<file path="src/hdl/uart_sleep_irq_pkg.sv">
// Shared constants of the serial port sleep filter and request logic.
// Assumes byte-wide registers on a plain strobe port, one per offset.
package uart_sleep_irq_pkg;

  // ************************************************************
  // Register offsets
  // ************************************************************
  localparam logic [7:0] OFS_CTL1 = 8'h00;
  localparam logic [7:0] OFS_CTL2 = 8'h04;
  localparam logic [7:0] OFS_CTL3 = 8'h08;
  localparam logic [7:0] OFS_RXST = 8'h0C;
  localparam logic [7:0] OFS_RXBUF = 8'h10;
  localparam logic [7:0] OFS_TXBUF = 8'h14;
  localparam logic [7:0] OFS_CCR = 8'h18;

  // ************************************************************
  // Field positions
  // ************************************************************
  localparam int CTL1_DMA_ALL = 6;
  localparam int CTL1_DMA_EN = 5;
  localparam int CTL1_SLEEP = 3;
  localparam int CTL1_FULL = 2;
  localparam int CTL1_IS_ADDR = 1;
  localparam int CTL2_DMA_EN = 5;
  localparam int CTL2_ALL_IDLE = 3;
  localparam int CTL2_FREE = 2;
  localparam int CTL2_TX_ON = 0;
  localparam int CTL3_RUN = 7;
  localparam int CTL3_RX_NOTIFY = 4;
  localparam int CTL3_TX_NOTIFY = 3;
  localparam int CTL3_WAKE_IE = 2;
  localparam int CTL3_BRK_IE = 1;
  localparam int CTL3_ERR_IE = 0;
  localparam int RXST_WAKE = 0;
  localparam int RXST_PARITY = 1;
  localparam int RXST_OVERRUN = 2;
  localparam int RXST_FRAMING = 3;
  localparam int RXST_BREAK = 4;
  localparam int RXST_ANY = 7;
  localparam int CCR_ADDR_MODE = 3;

  // ************************************************************
  // Reset values and counts
  // ************************************************************
  localparam logic [7:0] CTL1_RST = 8'h00;
  localparam logic [7:0] CTL3_RST = 8'h00;
  localparam logic TX_FREE_RST = 1'b1;
  localparam logic [3:0] IDLE_ADDR_BITS = 4'hA;
  localparam logic [7:0] IDLE_DATA = 8'h00;

endpackage

</file>
<file path="src/hdl/uart_link_if.sv">
// Register port and request lines between the serial port and its master.
// Assumes both ends share one clock; the testbench joins the ends.
`timescale 1ns/1ns
`default_nettype none
interface uart_link_if;
  logic [7:0] addr;
  logic [7:0] wdata;
  logic wr;
  logic rd;
  logic [7:0] rdata;
  logic irq_tx;
  logic irq_rx;
  logic irq_err;
  logic dma_tx;
  logic dma_rx;

  modport device (
    input addr, wdata, wr, rd,
    output rdata, irq_tx, irq_rx, irq_err, dma_tx, dma_rx
  );
  modport host (
    output addr, wdata, wr, rd,
    input rdata, irq_tx, irq_rx, irq_err, dma_tx, dma_rx
  );
endinterface
`default_nettype wire

</file>
<file path="src/hdl/uart_sleep_irq_dev.sv">
// Serial port receive sleep filter, status flags and request lines.
// Assumes a shifter that reports frames and faults as one-cycle pulses.
//
// Summary of operation
// - Sleep loads holding buffer with addresses only
// - Sleeping data frames dropped, no request raised
// - Software compares received addresses itself
// - Software clears sleep when address matches
// - Status bit shows buffered frame is address
// - Software sets sleep again on foreign address
// - Error flags keep updating while asleep
// - Load sets full flag, notify raises request
// - Separate transmit, receive and error lines
// - Disabled request stays low, flag still updates
// - Summary error flag plus per-source flags
// - Software keeps transmit DMA off for interrupts
// - Move to shifter sets buffer-free flag
// - All-idle flag when buffer and shifter empty
// - Notify enable raises transmit request on free, once a buffer write has armed it
// - Buffer write clears free, move sets it
// - Notify enable masks request, does not clear
// - Transmitter off or resets drop pending request
// - Software clears receive DMA bits for interrupts
// - Ten idle bits before frame mean address
// - Address bit one means address frame
// - Summary error is OR of five flags
//
// Chosen here: the plain strobed port and the address map.
`timescale 1ns/1ns
`default_nettype none
module uart_sleep_irq_dev
  import uart_sleep_irq_pkg::*;
(
  input wire logic i_clock,               // 20 MHz clock
  input wire logic i_nrst,                // Async reset, low
  uart_link_if.device link,               // Register port, requests
  input wire logic i_rx_frame_done,       // Frame assembled, pulse
  input wire logic [7:0] i_rx_frame_data, // Assembled frame data
  input wire logic i_rx_addr_bit,         // Extra address bit
  input wire logic i_rx_idle_bit,         // One idle bit seen, pulse
  input wire logic i_parity_fault,        // Parity fault, pulse
  input wire logic i_framing_fault,       // Framing fault, pulse
  input wire logic i_line_break,          // Line break, pulse
  input wire logic i_wake_activity,       // Wake activity, pulse
  input wire logic i_tx_busy,             // Shifter holds data
  output logic o_tx_load,                 // Load shifter, pulse
  output logic [7:0] o_tx_data,           // Data for shifter
  output logic o_tx_all_idle              // Buffer and shifter empty
);

  // ************************************************************
  // State
  // ************************************************************
  logic addr_mode;
  logic rx_dma_all;
  logic rx_dma_request_enable;
  logic sleep;
  logic rx_buffer_full_flag;
  logic rx_frame_is_address;
  logic [7:0] rx_holding_buf;
  logic [3:0] idle_cnt;
  logic [4:0] err_flags;
  logic tx_dma_request_enable;
  logic transmitter_on_bit;
  logic tx_buffer_free_flag;
  logic tx_hold_full;
  logic tx_armed;
  logic [7:0] tx_holding_buf;
  logic run;
  logic rx_notify_enable;
  logic tx_notify_enable;
  logic wake_ie;
  logic brk_ie;
  logic err_ie;

  function automatic logic hit(input logic s, input logic [7:0] a,
                               input logic [7:0] ofs);
    hit = s && (a == ofs);
  endfunction

  // ************************************************************
  // Decoding
  // ************************************************************
  wire wr_ctl1 = hit(link.wr, link.addr, OFS_CTL1);
  wire wr_ctl2 = hit(link.wr, link.addr, OFS_CTL2);
  wire wr_ctl3 = hit(link.wr, link.addr, OFS_CTL3);
  wire wr_rxst = hit(link.wr, link.addr, OFS_RXST);
  wire wr_txbuf = hit(link.wr, link.addr, OFS_TXBUF);
  wire wr_ccr = hit(link.wr, link.addr, OFS_CCR);
  wire rd_rxbuf = hit(link.rd, link.addr, OFS_RXBUF);

  // Class is decided at frame end from the mode in force then
  wire idle_long = idle_cnt >= IDLE_ADDR_BITS;
  wire frame_addr = addr_mode ? i_rx_addr_bit : idle_long;
  wire rx_take = i_rx_frame_done && run && (!sleep || frame_addr);
  wire overrun_now = rx_take && rx_buffer_full_flag && !rd_rxbuf;

  // Overrun hides a parity fault of the same frame
  wire [4:0] err_set = {i_line_break, i_framing_fault, overrun_now,
                        i_parity_fault && !overrun_now, i_wake_activity};
  wire [4:0] err_clr = wr_rxst ? link.wdata[4:0] : 5'h00;
  wire [4:0] next_err = run ? (err_set | (err_flags & ~err_clr)) : 5'h00;
  wire any_err = |err_flags;

  wire next_full = run && (rx_take || (rx_buffer_full_flag && !rd_rxbuf));

  wire tx_move = tx_hold_full && !i_tx_busy && !o_tx_load && transmitter_on_bit && run;
  wire all_idle = !tx_hold_full && !i_tx_busy && !o_tx_load;

  // ************************************************************
  // Requests
  // ************************************************************
  wire rx_dma_sel = rx_dma_request_enable && (rx_dma_all || !rx_frame_is_address);
  wire rx_req = rx_notify_enable && rx_buffer_full_flag;
  // Mask only: flag and arming survive a cleared enable
  wire tx_req = tx_notify_enable && tx_buffer_free_flag && tx_armed;
  wire err_req = (err_ie && (err_flags[RXST_PARITY] || err_flags[RXST_OVERRUN]
                 || err_flags[RXST_FRAMING])) || (brk_ie && err_flags[RXST_BREAK])
                 || (wake_ie && err_flags[RXST_WAKE]);

  // ************************************************************
  // Read data
  // ************************************************************
  wire [7:0] ctl1_val = {1'b0, rx_dma_all, rx_dma_request_enable, 1'b0, sleep,
                         rx_buffer_full_flag, rx_frame_is_address, 1'b0};
  wire [7:0] ctl2_val = {2'b00, tx_dma_request_enable, 1'b0, o_tx_all_idle,
                         tx_buffer_free_flag, 1'b0, transmitter_on_bit};
  wire [7:0] ctl3_val = {run, 2'b00, rx_notify_enable, tx_notify_enable,
                         wake_ie, brk_ie, err_ie};
  wire [7:0] rxst_val = {any_err, 2'b00, err_flags};
  wire [7:0] rd_mux = (link.addr == OFS_CTL1) ? ctl1_val :
                      (link.addr == OFS_CTL2) ? ctl2_val :
                      (link.addr == OFS_CTL3) ? ctl3_val :
                      (link.addr == OFS_RXST) ? rxst_val :
                      (link.addr == OFS_RXBUF) ? rx_holding_buf :
                      (link.addr == OFS_CCR) ? {4'h0, addr_mode, 3'h0} : IDLE_DATA;

  // ************************************************************
  // Control registers
  // ************************************************************
  always_ff @(posedge i_clock or negedge i_nrst) begin
    if (!i_nrst) begin
      {rx_dma_all, rx_dma_request_enable, sleep} <= CTL1_RST[2:0];
      {run, rx_notify_enable, tx_notify_enable} <= CTL3_RST[2:0];
      {wake_ie, brk_ie, err_ie} <= CTL3_RST[2:0];
      tx_dma_request_enable <= 1'b0;
      transmitter_on_bit <= 1'b0;
      addr_mode <= 1'b0;
    end else begin
      if (wr_ctl1) begin
        rx_dma_all <= link.wdata[CTL1_DMA_ALL];
        rx_dma_request_enable <= link.wdata[CTL1_DMA_EN];
        sleep <= link.wdata[CTL1_SLEEP];
      end
      if (wr_ctl2) begin
        tx_dma_request_enable <= link.wdata[CTL2_DMA_EN];
        transmitter_on_bit <= link.wdata[CTL2_TX_ON];
      end
      if (wr_ctl3) begin
        run <= link.wdata[CTL3_RUN];
        rx_notify_enable <= link.wdata[CTL3_RX_NOTIFY];
        tx_notify_enable <= link.wdata[CTL3_TX_NOTIFY];
        wake_ie <= link.wdata[CTL3_WAKE_IE];
        brk_ie <= link.wdata[CTL3_BRK_IE];
        err_ie <= link.wdata[CTL3_ERR_IE];
      end
      if (wr_ccr) begin
        addr_mode <= link.wdata[CCR_ADDR_MODE];
      end
    end
  end

  // ************************************************************
  // Receive side
  // ************************************************************
  always_ff @(posedge i_clock or negedge i_nrst) begin
    if (!i_nrst) begin
      rx_buffer_full_flag <= 1'b0;
      rx_frame_is_address <= 1'b0;
      rx_holding_buf <= IDLE_DATA;
      idle_cnt <= 4'h0;
      err_flags <= 5'h00;
    end else begin
      rx_buffer_full_flag <= next_full;
      err_flags <= next_err;
      if (rx_take) begin
        rx_holding_buf <= i_rx_frame_data;
        rx_frame_is_address <= frame_addr;
      end
      if (i_rx_frame_done) begin
        idle_cnt <= 4'h0;
      end else if (i_rx_idle_bit && !idle_long) begin
        idle_cnt <= idle_cnt + 4'h1;
      end
    end
  end

  // ************************************************************
  // Transmit side
  // ************************************************************
  always_ff @(posedge i_clock or negedge i_nrst) begin
    if (!i_nrst) begin
      tx_buffer_free_flag <= TX_FREE_RST;
      tx_hold_full <= 1'b0;
      tx_armed <= 1'b0;
      tx_holding_buf <= IDLE_DATA;
      o_tx_load <= 1'b0;
      o_tx_data <= IDLE_DATA;
      o_tx_all_idle <= 1'b1;
    end else begin
      o_tx_load <= tx_move;
      o_tx_all_idle <= all_idle;
      if (tx_move) begin
        o_tx_data <= tx_holding_buf;
      end
      if (wr_txbuf) begin
        tx_holding_buf <= link.wdata;
      end
      if (!run) begin
        tx_buffer_free_flag <= TX_FREE_RST;
        tx_hold_full <= 1'b0;
      end else if (wr_txbuf) begin
        tx_buffer_free_flag <= 1'b0;
        tx_hold_full <= 1'b1;
      end else if (tx_move) begin
        tx_buffer_free_flag <= 1'b1;
        tx_hold_full <= 1'b0;
      end
      if (!run || !transmitter_on_bit) begin
        tx_armed <= 1'b0;
      end else if (wr_txbuf) begin
        tx_armed <= 1'b1;
      end
    end
  end

  // ************************************************************
  // Request lines and read data
  // ************************************************************
  always_ff @(posedge i_clock or negedge i_nrst) begin
    if (!i_nrst) begin
      link.rdata <= IDLE_DATA;
      link.irq_tx <= 1'b0;
      link.irq_rx <= 1'b0;
      link.irq_err <= 1'b0;
      link.dma_tx <= 1'b0;
      link.dma_rx <= 1'b0;
    end else begin
      link.rdata <= link.rd ? rd_mux : IDLE_DATA;
      link.irq_tx <= tx_req && !tx_dma_request_enable;
      link.dma_tx <= tx_req && tx_dma_request_enable;
      link.irq_rx <= rx_req && !rx_dma_sel;
      link.dma_rx <= rx_req && rx_dma_sel;
      link.irq_err <= err_req;
    end
  end

endmodule
`default_nettype wire

</file>
<file path="src/flat_wrapper.sv">
// flat-port wrapper written by rule: the top's interface ports become plain ports
module uart_sleep_irq_dev_flat import uart_sleep_irq_pkg::*;
  (i_clock, i_nrst, i_rx_frame_done, i_rx_frame_data, i_rx_addr_bit, i_rx_idle_bit, i_parity_fault, i_framing_fault, i_line_break, i_wake_activity, i_tx_busy, o_tx_load, o_tx_data, o_tx_all_idle, link_addr, link_wdata, link_wr, link_rd, link_rdata, link_irq_tx, link_irq_rx, link_irq_err, link_dma_tx, link_dma_rx);
  uart_link_if link_i ();
  input wire logic i_clock;
  input wire logic i_nrst;
  input wire logic i_rx_frame_done;
  input wire logic [7:0] i_rx_frame_data;
  input wire logic i_rx_addr_bit;
  input wire logic i_rx_idle_bit;
  input wire logic i_parity_fault;
  input wire logic i_framing_fault;
  input wire logic i_line_break;
  input wire logic i_wake_activity;
  input wire logic i_tx_busy;
  output logic o_tx_load;
  output logic [7:0] o_tx_data;
  output logic o_tx_all_idle;
  input wire logic [$bits(link_i.addr)-1:0] link_addr;
  input wire logic [$bits(link_i.wdata)-1:0] link_wdata;
  input wire logic [$bits(link_i.wr)-1:0] link_wr;
  input wire logic [$bits(link_i.rd)-1:0] link_rd;
  output wire logic [$bits(link_i.rdata)-1:0] link_rdata;
  output wire logic [$bits(link_i.irq_tx)-1:0] link_irq_tx;
  output wire logic [$bits(link_i.irq_rx)-1:0] link_irq_rx;
  output wire logic [$bits(link_i.irq_err)-1:0] link_irq_err;
  output wire logic [$bits(link_i.dma_tx)-1:0] link_dma_tx;
  output wire logic [$bits(link_i.dma_rx)-1:0] link_dma_rx;
  assign link_i.addr = link_addr;
  assign link_i.wdata = link_wdata;
  assign link_i.wr = link_wr;
  assign link_i.rd = link_rd;
  assign link_rdata = link_i.rdata;
  assign link_irq_tx = link_i.irq_tx;
  assign link_irq_rx = link_i.irq_rx;
  assign link_irq_err = link_i.irq_err;
  assign link_dma_tx = link_i.dma_tx;
  assign link_dma_rx = link_i.dma_rx;
  uart_sleep_irq_dev u_core (.i_clock(i_clock), .i_nrst(i_nrst), .link(link_i), .i_rx_frame_done(i_rx_frame_done), .i_rx_frame_data(i_rx_frame_data), .i_rx_addr_bit(i_rx_addr_bit), .i_rx_idle_bit(i_rx_idle_bit), .i_parity_fault(i_parity_fault), .i_framing_fault(i_framing_fault), .i_line_break(i_line_break), .i_wake_activity(i_wake_activity), .i_tx_busy(i_tx_busy), .o_tx_load(o_tx_load), .o_tx_data(o_tx_data), .o_tx_all_idle(o_tx_all_idle));
endmodule
</file>
<file path="config.mk">
export PLATFORM = sky130hd
export DESIGN_NAME = uart_sleep_irq_dev_flat
export DESIGN_NICKNAME = d
export VERILOG_FILES = /design/src/hdl/uart_sleep_irq_pkg.sv /design/src/hdl/uart_link_if.sv /design/src/hdl/uart_sleep_irq_dev.sv /design/src/flat_wrapper.sv
export SDC_FILE = /design/constraint.sdc
export NUM_CORES = 1
export LEC_CHECK = 0
export ABC_AREA = 1
export BUFFER_PORTS_ARGS = -buffer_cell sky130_fd_sc_hd__buf_2
export CAP_MARGIN = 30
export CORE_UTILIZATION = 43
export CTS_CLUSTER_SIZE = 24
export DETAILED_ROUTE_END_ITERATION = 6
export PLACE_DENSITY_LB_ADDON = 0.12
export SYNTH_ARGS = -nofsm -noshare
export SYNTH_HDL_FRONTEND = slang
export SYNTH_SLANG_ARGS = --single-unit
export TNS_END_PERCENT = 10
</file>
<file path="constraint.sdc">
create_clock -name i_clock -period 2 [get_ports i_clock]
set_clock_uncertainty 0.05 [all_clocks]
set_input_delay 0.2 -clock i_clock [delete_from_list [all_inputs] [get_ports i_clock]]
set_output_delay 0.2 -clock i_clock [all_outputs]
set_load 0.02 [all_outputs]
</file>
==> impl_metrics.ini, run 1 <==
[timing]
grt_setup_unrepaired = no
fin_ws_ps = 252
slew_violations = 0
period_share_pct = 87.4
post-route-min-period_ps = 1750
final.setup.tns_ps = 0
fmax_ghz = 0.572
tightest_slew_ps = 394
max_slew_margin_pct = 73.7
hold_viol = 0
finalSetupViolCount = 0

[placed_design]
placed_cells = 465
gp_congestion = 0.841
dp_worst_setup_slack_ps = 264
placed_area_um2 = 3280
io_buffers = 58
place_hpwl_um = 4610

[yosys]
yosysTopAreaCell = dfrtp_1
yosysWarnings = 0
synthArstFlopShare_pct = 100
synth_edf_count = 0
syn_area_um2 = 2910
synthTopCellsByArea = dfrtp_1 (54%), nand2_1 (14%), inv_1 (3.9%)
ys_ff_latch = 65
ys.flop_type = dfrtp_1
synth_nets = 372
syn_avg_cell_area_um2 = 8.71
synth_top_cell_area_share_pct = 54.2
netlist_top_cells_count = nand2_1 (112), dfrtp_1 (63), inv_1 (30)
yosysUniqueCellTypes = 31
synth.most_common_cell = nand2_1
ys_seq_area_share_pct = 56.0
postSynthCellCount = 334

[finish]
layout.nets = 446
stdcell_count = 490
syn_to_final_growth_pct = 23.8
drive_gt1_share_pct = 26.9
finish.instance_area_um2 = 3600
fill_cells = 624
diodes = 0

[setup_path]
reg2reg_to = u_core.rx_holding_buf[0]
end_kind = register
cp_max_fo = 12
reg2reg_from = u_core.idle_cnt[0]
worstSetupStartpointType = register
slowest_delay_ps = 380
reg2reg_depth = 10
cp.arrival_ps = 1940
critPathKind = reg -> reg
cp_common_cell = nand2_1
path_cells = inv_1, ha_1, nor2_1, nand2_1, nand3_1, nand3_1, nand2_1, inv_2, nand2_1, nand2_1
rrSetupSlack_ps = 250
worst_path_max_delay_cell = dfrtp_1
required_ps = 2190

[drt]
first_iter_violations = 111
finalWirelength_um = 6470
first_pass_iters = 6
wl_per_cell_um = 13.2
postRouteAntennaNets = 0
drcViolationCount = 6
viasPerCell = 4.79
via_count = 2348

[power_and_ir_drop]
power_density_nw_per_um2 = 823
ir_drop_mv = 0.370
power_leakage_nw = 1.90

[die]
rows = 29
die_area_um2 = 7100
start_util_pct = 45.3
io_pins = 59
dieHeight_um = 84.2
core_area_um2 = 6420
die_w_um = 84.2

[cts]
htreeDepth = 3
post_cts.repair.setup_buffers = 0
cts_buffer_depth = 2
cts.sinks = 65
clk_latency_ps = 350
clkTransAtPathRegs_ps = 70
cts_buffers = 9
cts_resized = 0
cts_tree = built
clockRootBuffer = clkbuf_8

[min_path]
hold_end = u_core.rx_holding_buf[0]
hp-class = in -> reg
min_path_cells = 3
hold_path_startpoint = i_rx_frame_data[0]

[flow_run]
drv_cap = 0

[global_route]
grt_usage_pct = 20.5
grt_max_degree = 66
grt_pass1_wl_um = 11100
grt.overflow.total = 0
antenna_found_initial = 0
grt_pass1_vias = 2358

[run_status]
violations = DRC
outcome = finished with violations
==> per-layer routing <==
| metal | up-vias | track usage, % | share of wire, % |
|---|---|---|---|
| li1 | 1205 | - | - |
| met1 | 1092 | 26.8 | 47 |
| met2 | 42 | 32.3 | 47 |
| met3 | 9 | 4.62 | 4.1 |
| met4 | 0 | 10.3 | 1.6 |
| met5 | - | 0 | 0 |
==> where the power goes <==
part / internal (W) / leakage, nW / switching (W)
Clock: 0.000739 / 0.113 / 0.000538
Combinational: 0.0000950 / 0.897 / 0.000140
Sequential: 0.00139 / 0.886 / 0.0000560
==> cells in the final DEF, fill, tap and decap left out <==
cell	netlist	final
o21ai_1	17	17
nor2_4	5	5
dfstp_2	2	2
or2_0	1	1
dfrtp_1	63	63
buf_12	0	1
inv_6	0	1
nand3_1	11	11
a211oi_1	1	1
nand2_2	6	6
nor2_1	21	21
nor3_1	2	2
nor3b_1	1	1
inv_1	30	30
inv_2	9	9
clkinv_4	0	1
nand3_4	1	1
clkinvlp_4	0	1
nand4_4	1	1
nand3_2	3	3
bufinv_16	0	2
clkinv_2	0	1
buf_2	2	58
a31oi_1	3	3
dlygate4sd3_1	0	9
nand4_1	1	1
clkinv_1	2	2
nor2_2	2	2
a21oi_2	1	1
a21oi_1	15	15
o21ai_2	6	6
o21bai_1	2	2
o21ai_0	9	9
clkbuf_8	0	10
nand2_1	112	112
ha_1	2	2
==> cells by family (layout without fill, tap and decap cells) <==
family	count (synthesis)	count (layout)	share of synthesized area [%]
compound gates	54	54	10.6
flops	65	65	56.0
fa+ha+maj	2	2	0.860
buf+inv	46	125	6.41
simple gates	167	167	26.1
==> cell type report <==
cell class | instances | area (um^2) | area share [%]
clock buffers | 10 | 138 | 3.82
clock inverters | 6 | 90.1 | 2.50
inverters | 41 | 154 | 4.28
multi-input cells | 223 | 1090 | 30.3
flip-flops and latches | 65 | 1630 | 45.3
well taps | 77 | 96.3 | 2.68
repair buffers | 68 | 400 | 11.1
==> stage by stage <==
step | util, % | total power, W | hold slack (ps)
global route | 56.0 | 0.00309 | 3.69
detailed placement | 51.1 | 0.00170 | 193
finish | 56.0 | 0.00296 | 15.0
global placement | 51.1 | 0.00169 | 190
CTS | 56.0 | 0.00299 | 12.7
floorplan | - | 0.00158 | -146
==> flip-flops by register name (all words and copies together) (netlist names), 4 cells and up <==
register,flops
u_core.err_flags,5
u_core.link.rdata,8
u_core.o_tx_data,8
u_core.idle_cnt,4
u_core.rx_holding_buf,8
u_core.tx_holding_buf,8
==> worst max-delay path by stage <==
stage | startpoint | end | cells after the start
floorplan | u_core.idle_cnt[0] | u_core.err_flags[1] | 10
global placement | u_core.idle_cnt[0] | u_core.rx_frame_is_address | 10
detailed placement | u_core.idle_cnt[0] | u_core.rx_frame_is_address | 10
CTS | u_core.idle_cnt[0] | u_core.rx_frame_is_address | 10
global route | u_core.idle_cnt[0] | u_core.rx_frame_is_address | 10
finish | u_core.idle_cnt[0] | u_core.rx_holding_buf[0] | 10
==> worst max-delay path, delay by kind of cell (launching register included) <==
family                     cells  cell delay [ps]
and+or+nand+nor                7              770
DFF                            1              380
buffers and inverters          2              240
adders and majority gates      1              200
==> timing repair <==
action                     CTS  global route
setup endpoints to repair    0             0
hold buffers                 9             0
hold endpoints to repair    71             0
Power figures use the tool's default switching activity.
==> run 2, diff against run 1 <==
--- a/config.mk
+++ b/config.mk
@@ -11,7 +11,7 @@
 export CORE_UTILIZATION = 43
 export CTS_CLUSTER_SIZE = 24
 export DETAILED_ROUTE_END_ITERATION = 6
-export PLACE_DENSITY_LB_ADDON = 0.12
+export PLACE_DENSITY = 0.68
 export SYNTH_ARGS = -nofsm -noshare
 export SYNTH_HDL_FRONTEND = slang
 export SYNTH_SLANG_ARGS = --single-unit
==> run 2 against run 1 <==
Effect of this change: the run still ends with DRC left; sequential share of layout area is 0.53 points higher; combinational power hardly changed; setup slack worse by 19 ps; via count is 3.5% higher; sequential power hardly changed; total power is 1.8% lower; worst hold slack worse by 2.7 ps; first-iteration DRC count is 7.2% lower; maximum frequency is 1.1% lower; final area is 1.1% lower; critical path type unchanged.
==> impl_metrics.ini, run 2 (synthesis results as in run 1) <==
[setup_path]
path_cells = inv_1, ha_1, nor2_1, nand2_1, nand3_1, nand3_1, nand2_1, inv_2, nand2_1, o21ai_0
cp_top_family = simple AND/OR/NAND/NOR gates
slowest_delay_ps = 390
crit_buf_inv = 2
end_kind = register
cp_max_fo = 12
worstSetupStartpointType = register
required_ps = 2160
critPathKind = reg -> reg
cp.arrival_ps = 1930
worst_path_max_delay_cell = dfrtp_1
cp_common_cell = nand2_1

[finish]
syn_to_final_growth_pct = 22.4
fill_cells = 576
layout.nets = 443
final_cell_mix = nand2_1 (112), dfrtp_1 (63), buf_2 (58)
final_common_cell = nand2_1
diodes = 0
utilization_pct = 55.4
drive_gt1_share_pct = 27.3
stdcell_count = 487
finish.instance_area_um2 = 3560

[drt]
via_count = 2430
drcViolationCount = 2
finalWirelength_um = 6470
viasPerCell = 4.99
postRouteAntennaNets = 0
wl_per_cell_um = 13.3
first_iter_violations = 103
first_pass_iters = 6

[placed_design]
io_buffers = 58
placed_cells = 467
place_hpwl_um = 4890
placed_area_um2 = 3300
gp_congestion = 0.865

[global_route]
grt_usage_pct = 20.1
grt_pass1_wl_um = 10900
antenna_found_initial = 0
grt_pass1_vias = 2356
use_met3_pct = 5.51
grt_max_degree = 27
met1_usage_pct = 24.7
use_met2_pct = 34.1
top_usage_layer = met2
grt.overflow.total = 0

[timing]
final.setup.tns_ps = 0
grt_setup_unrepaired = no
period_share_pct = 88.4
finalSetupViolCount = 0
slew_violations = 0
hold_viol = 0
fmax_ghz = 0.566
max_slew_margin_pct = 61.1
tightest_slew_ps = 584
post-route-min-period_ps = 1770

[die]
dieHeight_um = 84.2
start_util_pct = 45.3
core_area_um2 = 6420
rows = 29
io_pins = 59
die_area_um2 = 7100
die_w_um = 84.2

[run_status]
outcome = finished with violations
violations = DRC

[cts]
cts_buffers = 9
clkTransAtPathRegs_ps = 70
clk_latency_ps = 340
htreeDepth = 3
cts_buffer_depth = 2
cts_tree = built
cts.sinks = 65
clockRootBuffer = clkbuf_8

[flow_run]
drv_cap = 0

[min_path]
hp-class = in -> reg

[power_and_ir_drop]
power_leakage_nw = 1.88
power_density_nw_per_um2 = 818
ir_drop_mv = 0.346
-- run 2: tightest hold or removal path: stages --
cell and delay (ps):
buf_2 70, nand2_1 40, nand2_1 50
-- run 2: layout make-up --
class                   instances  area [um^2]  area share, %
flip-flops and latches         65         1630           45.8
multi-input cells             223         1090           30.7
repair buffers                 65          365           10.3
inverters                      41          154           4.32
clock buffers                  11          141           3.97
well taps                      77         96.3           2.71
clock inverters                 5         80.1           2.25
-- run 2: worst paths after layout --
path / cells past startpoint / startpoint / slack (ps) / endpoint
max: 10 / u_core.idle_cnt[0] / 230 / u_core.rx_frame_is_address
min: 3 / i_rx_frame_data[6] / 10 / u_core.rx_holding_buf[6]
max reg2reg: 10 / u_core.idle_cnt[0] / 230 / u_core.rx_frame_is_address
min reg2reg: 1 / u_core.tx_hold_full / 370 / u_core.o_tx_all_idle
max in group asynchronous: 3 / i_nrst / 1010 / u_core.o_tx_data[4]
min in group asynchronous: 2 / i_nrst / 350 / u_core.err_flags[0]
-- run 2: routing by layer --
metal / vias to the layer above / routed length [um]
met1: 1154 / 2760
met3: 12 / 354
met4: 0 / 116
met5: - / 0
li1: 1199 / -
met2: 65 / 3240
-- run 2: power breakdown --
part	internal, W	total (W)	switching [W]	leakage, nW
registers	0.00139	0.00145	0.0000592	0.886
clock network	0.000734	0.00122	0.000488	0.106
logic	0.0000910	0.000234	0.000143	0.886
-- run 2: repair_timing --
action,CTS,global route
setup endpoints to repair,0,0
hold buffers,4,0
gates resized for setup,0,0
hold endpoints to repair,23,0
buffers inserted,0,0
-- run 2: per-stage QoR --
stage	power, W	setup slack [ps]	hold WS [ps]
global route	0.00304	46.4	8.91
global placement	0.00170	336	187
finish	0.00291	233	12.2
floorplan	0.00158	594	-146
detailed placement	0.00171	250	191
CTS	0.00294	228	5.49
==> run 3, diff against run 2 <==
--- a/config.mk
+++ b/config.mk
@@ -6,7 +6,7 @@
 export NUM_CORES = 1
 export LEC_CHECK = 0
 export ABC_AREA = 1
-export BUFFER_PORTS_ARGS = -buffer_cell sky130_fd_sc_hd__buf_2
+export BUFFER_PORTS_ARGS = -buffer_cell sky130_fd_sc_hd__buf_4
 export CAP_MARGIN = 30
 export CORE_UTILIZATION = 43
 export CTS_CLUSTER_SIZE = 24
==> constraint.sdc (replaced) <==
create_clock -name i_clock -period 2 [get_ports i_clock]
set_clock_uncertainty 0.05 [all_clocks]
set_input_delay 0.4 -clock i_clock [delete_from_list [all_inputs] [get_ports i_clock]]
set_output_delay 0.4 -clock i_clock [all_outputs]
set_load 0.02 [all_outputs]
==> run 3 against run 2 <==
Effect of this change: the run still ends with DRC left; total power shrank 2.9%; global-route usage down 0.15 points; worst hold slack improved by 120 ps; clock power is 7% lower.
==> impl_metrics.ini, run 3 (synthesis results as in run 1) <==
[run_status]
outcome = finished with violations
violations = DRC

[power_and_ir_drop]
power_density_nw_per_um2 = 776
power_leakage_nw = 1.87
ir_drop_mv = 0.363

[timing]
hold_viol = 0
finalSetupViolCount = 0
slew_violations = 0
fmax_ghz = 0.587
tightest_slew_ps = 361
grt_setup_unrepaired = no
max_slew_margin_pct = 75.8
post-route-min-period_ps = 1700
period_share_pct = 85.1
final.setup.tns_ps = 0

[die]
core_area_um2 = 6420
die_area_um2 = 7100
start_util_pct = 45.3
io_pins = 59
dieHeight_um = 84.2
die_w_um = 84.2
rows = 29

[global_route]
antenna_found_initial = 0
grt_pass1_vias = 2326
grt_pass1_wl_um = 10800
grt.overflow.total = 0
grt_usage_pct = 19.9
grt_max_degree = 42

[finish]
fill_cells = 605
final_cell_mix = nand2_1 (112), dfrtp_1 (63), buf_4 (58)
syn_to_final_growth_pct = 25.2
final_common_cell = nand2_1
diodes = 0
layout.nets = 438
utilization_pct = 56.7
drive_gt1_share_pct = 27.4

[placed_design]
place_hpwl_um = 4740
gp_congestion = 0.870
io_buffers = 58

[cts]
htreeDepth = 3
cts_buffer_depth = 2
cts.sinks = 65
cts_tree = built
clk_latency_ps = 350
clockRootBuffer = clkbuf_8
cts_resized = 0
clkTransAtPathRegs_ps = 70
cts_buffers = 9
post_cts.repair.setup_buffers = 0

[setup_path]
critPathKind = reg -> reg
cp.arrival_ps = 1880
worstSetupStartpointType = register
end_kind = register
cp_max_fo = 12
required_ps = 2180

[drt]
finalWirelength_um = 6330
postRouteAntennaNets = 0
via_count = 2350
first_pass_iters = 6
viasPerCell = 4.88
drcViolationCount = 2
first_iter_violations = 174
wl_per_cell_um = 13.1

[min_path]
hp-class = in -> reg

[flow_run]
drv_cap = 0
-- run 3: cell types whose count changed in the layout (fill, tap and decap cells not counted) --
cell           change
clkinvlp_4         +1
clkbuf_1           -1
inv_6              +1
buf_2             -58
dlygate4sd3_1      -3
buf_4             +56
bufinv_16          -1
-- run 3: layer usage --
layer	global-route usage (%)	part of all wire (%)	wire (um)	up-vias
li1	-	-	-	1184
met1	25.5	45	2840	1109
met2	32.6	49	3100	48
met3	3.54	4.3	272	9
met4	10.5	2.0	127	0
met5	0	0	0	-
-- run 3: through the flow --
step                      area (um^2)  hold slack [ps]  worst slack [ps]  power [W]  std cells
after global placement           3430              276               352    0.00171        465
after floorplan                  2910             54.4               594    0.00158        334
after global routing             3640              130               114    0.00297        482
final                            3640              128               298    0.00282        482
after detailed placement         3430              280               295    0.00173        465
after CTS                        3640              117               286    0.00287        482
-- run 3: critical path, cell delays in order (launching register included) --
cell and delay, ps:
dfrtp_1 380, inv_1 70, ha_1 190, nor2_1 80, nand2_1 70, nand3_1 80, nand3_1 70, nand2_1 290
inv_2 160, nand2_1 80, o21ai_0 70
-- run 3: power by group --
part	internal, W	leakage (nW)	switching, W
logic	0.000105	0.892	0.000139
clock network	0.000610	0.0949	0.000518
registers	0.00139	0.886	0.0000589
-- run 3: final cells by class --
cell class,count,area [um^2],area share (%)
Sequential cell,65,1630,44.7
Multi-Input combinational cell,223,1090,30.0
Timing Repair Buffer,60,465,12.8
Inverter,41,154,4.23
Clock buffer,10,138,3.78
Tap cell,77,96.3,2.65
Clock inverter,6,66.3,1.82
-- run 3: what timing repair did --
action | 4_1_cts | 5_1_grt
setup endpoints to repair | 0 | 0
hold buffers | 1 | 0
endpoints found under the hold margin | 24 | 0
-- run 3: final timing paths --
| kind | startpoint | slack, ps | to | cells past startpoint |
|---|---|---|---|---|
| worst max register to register | u_core.idle_cnt[0] | 300 | u_core.rx_frame_is_address | 10 |
| worst min-delay path | i_tx_busy | 130 | u_core.o_tx_all_idle | 2 |
| max in group asynchronous | i_nrst | 880 | u_core.tx_buffer_free_flag | 3 |
| min in group asynchronous | i_nrst | 450 | u_core.rx_holding_buf[2] | 2 |
| worst min register to register | u_core.tx_hold_full | 370 | u_core.o_tx_all_idle | 1 |
| worst max-delay path | u_core.idle_cnt[0] | 300 | u_core.rx_frame_is_address | 10 |
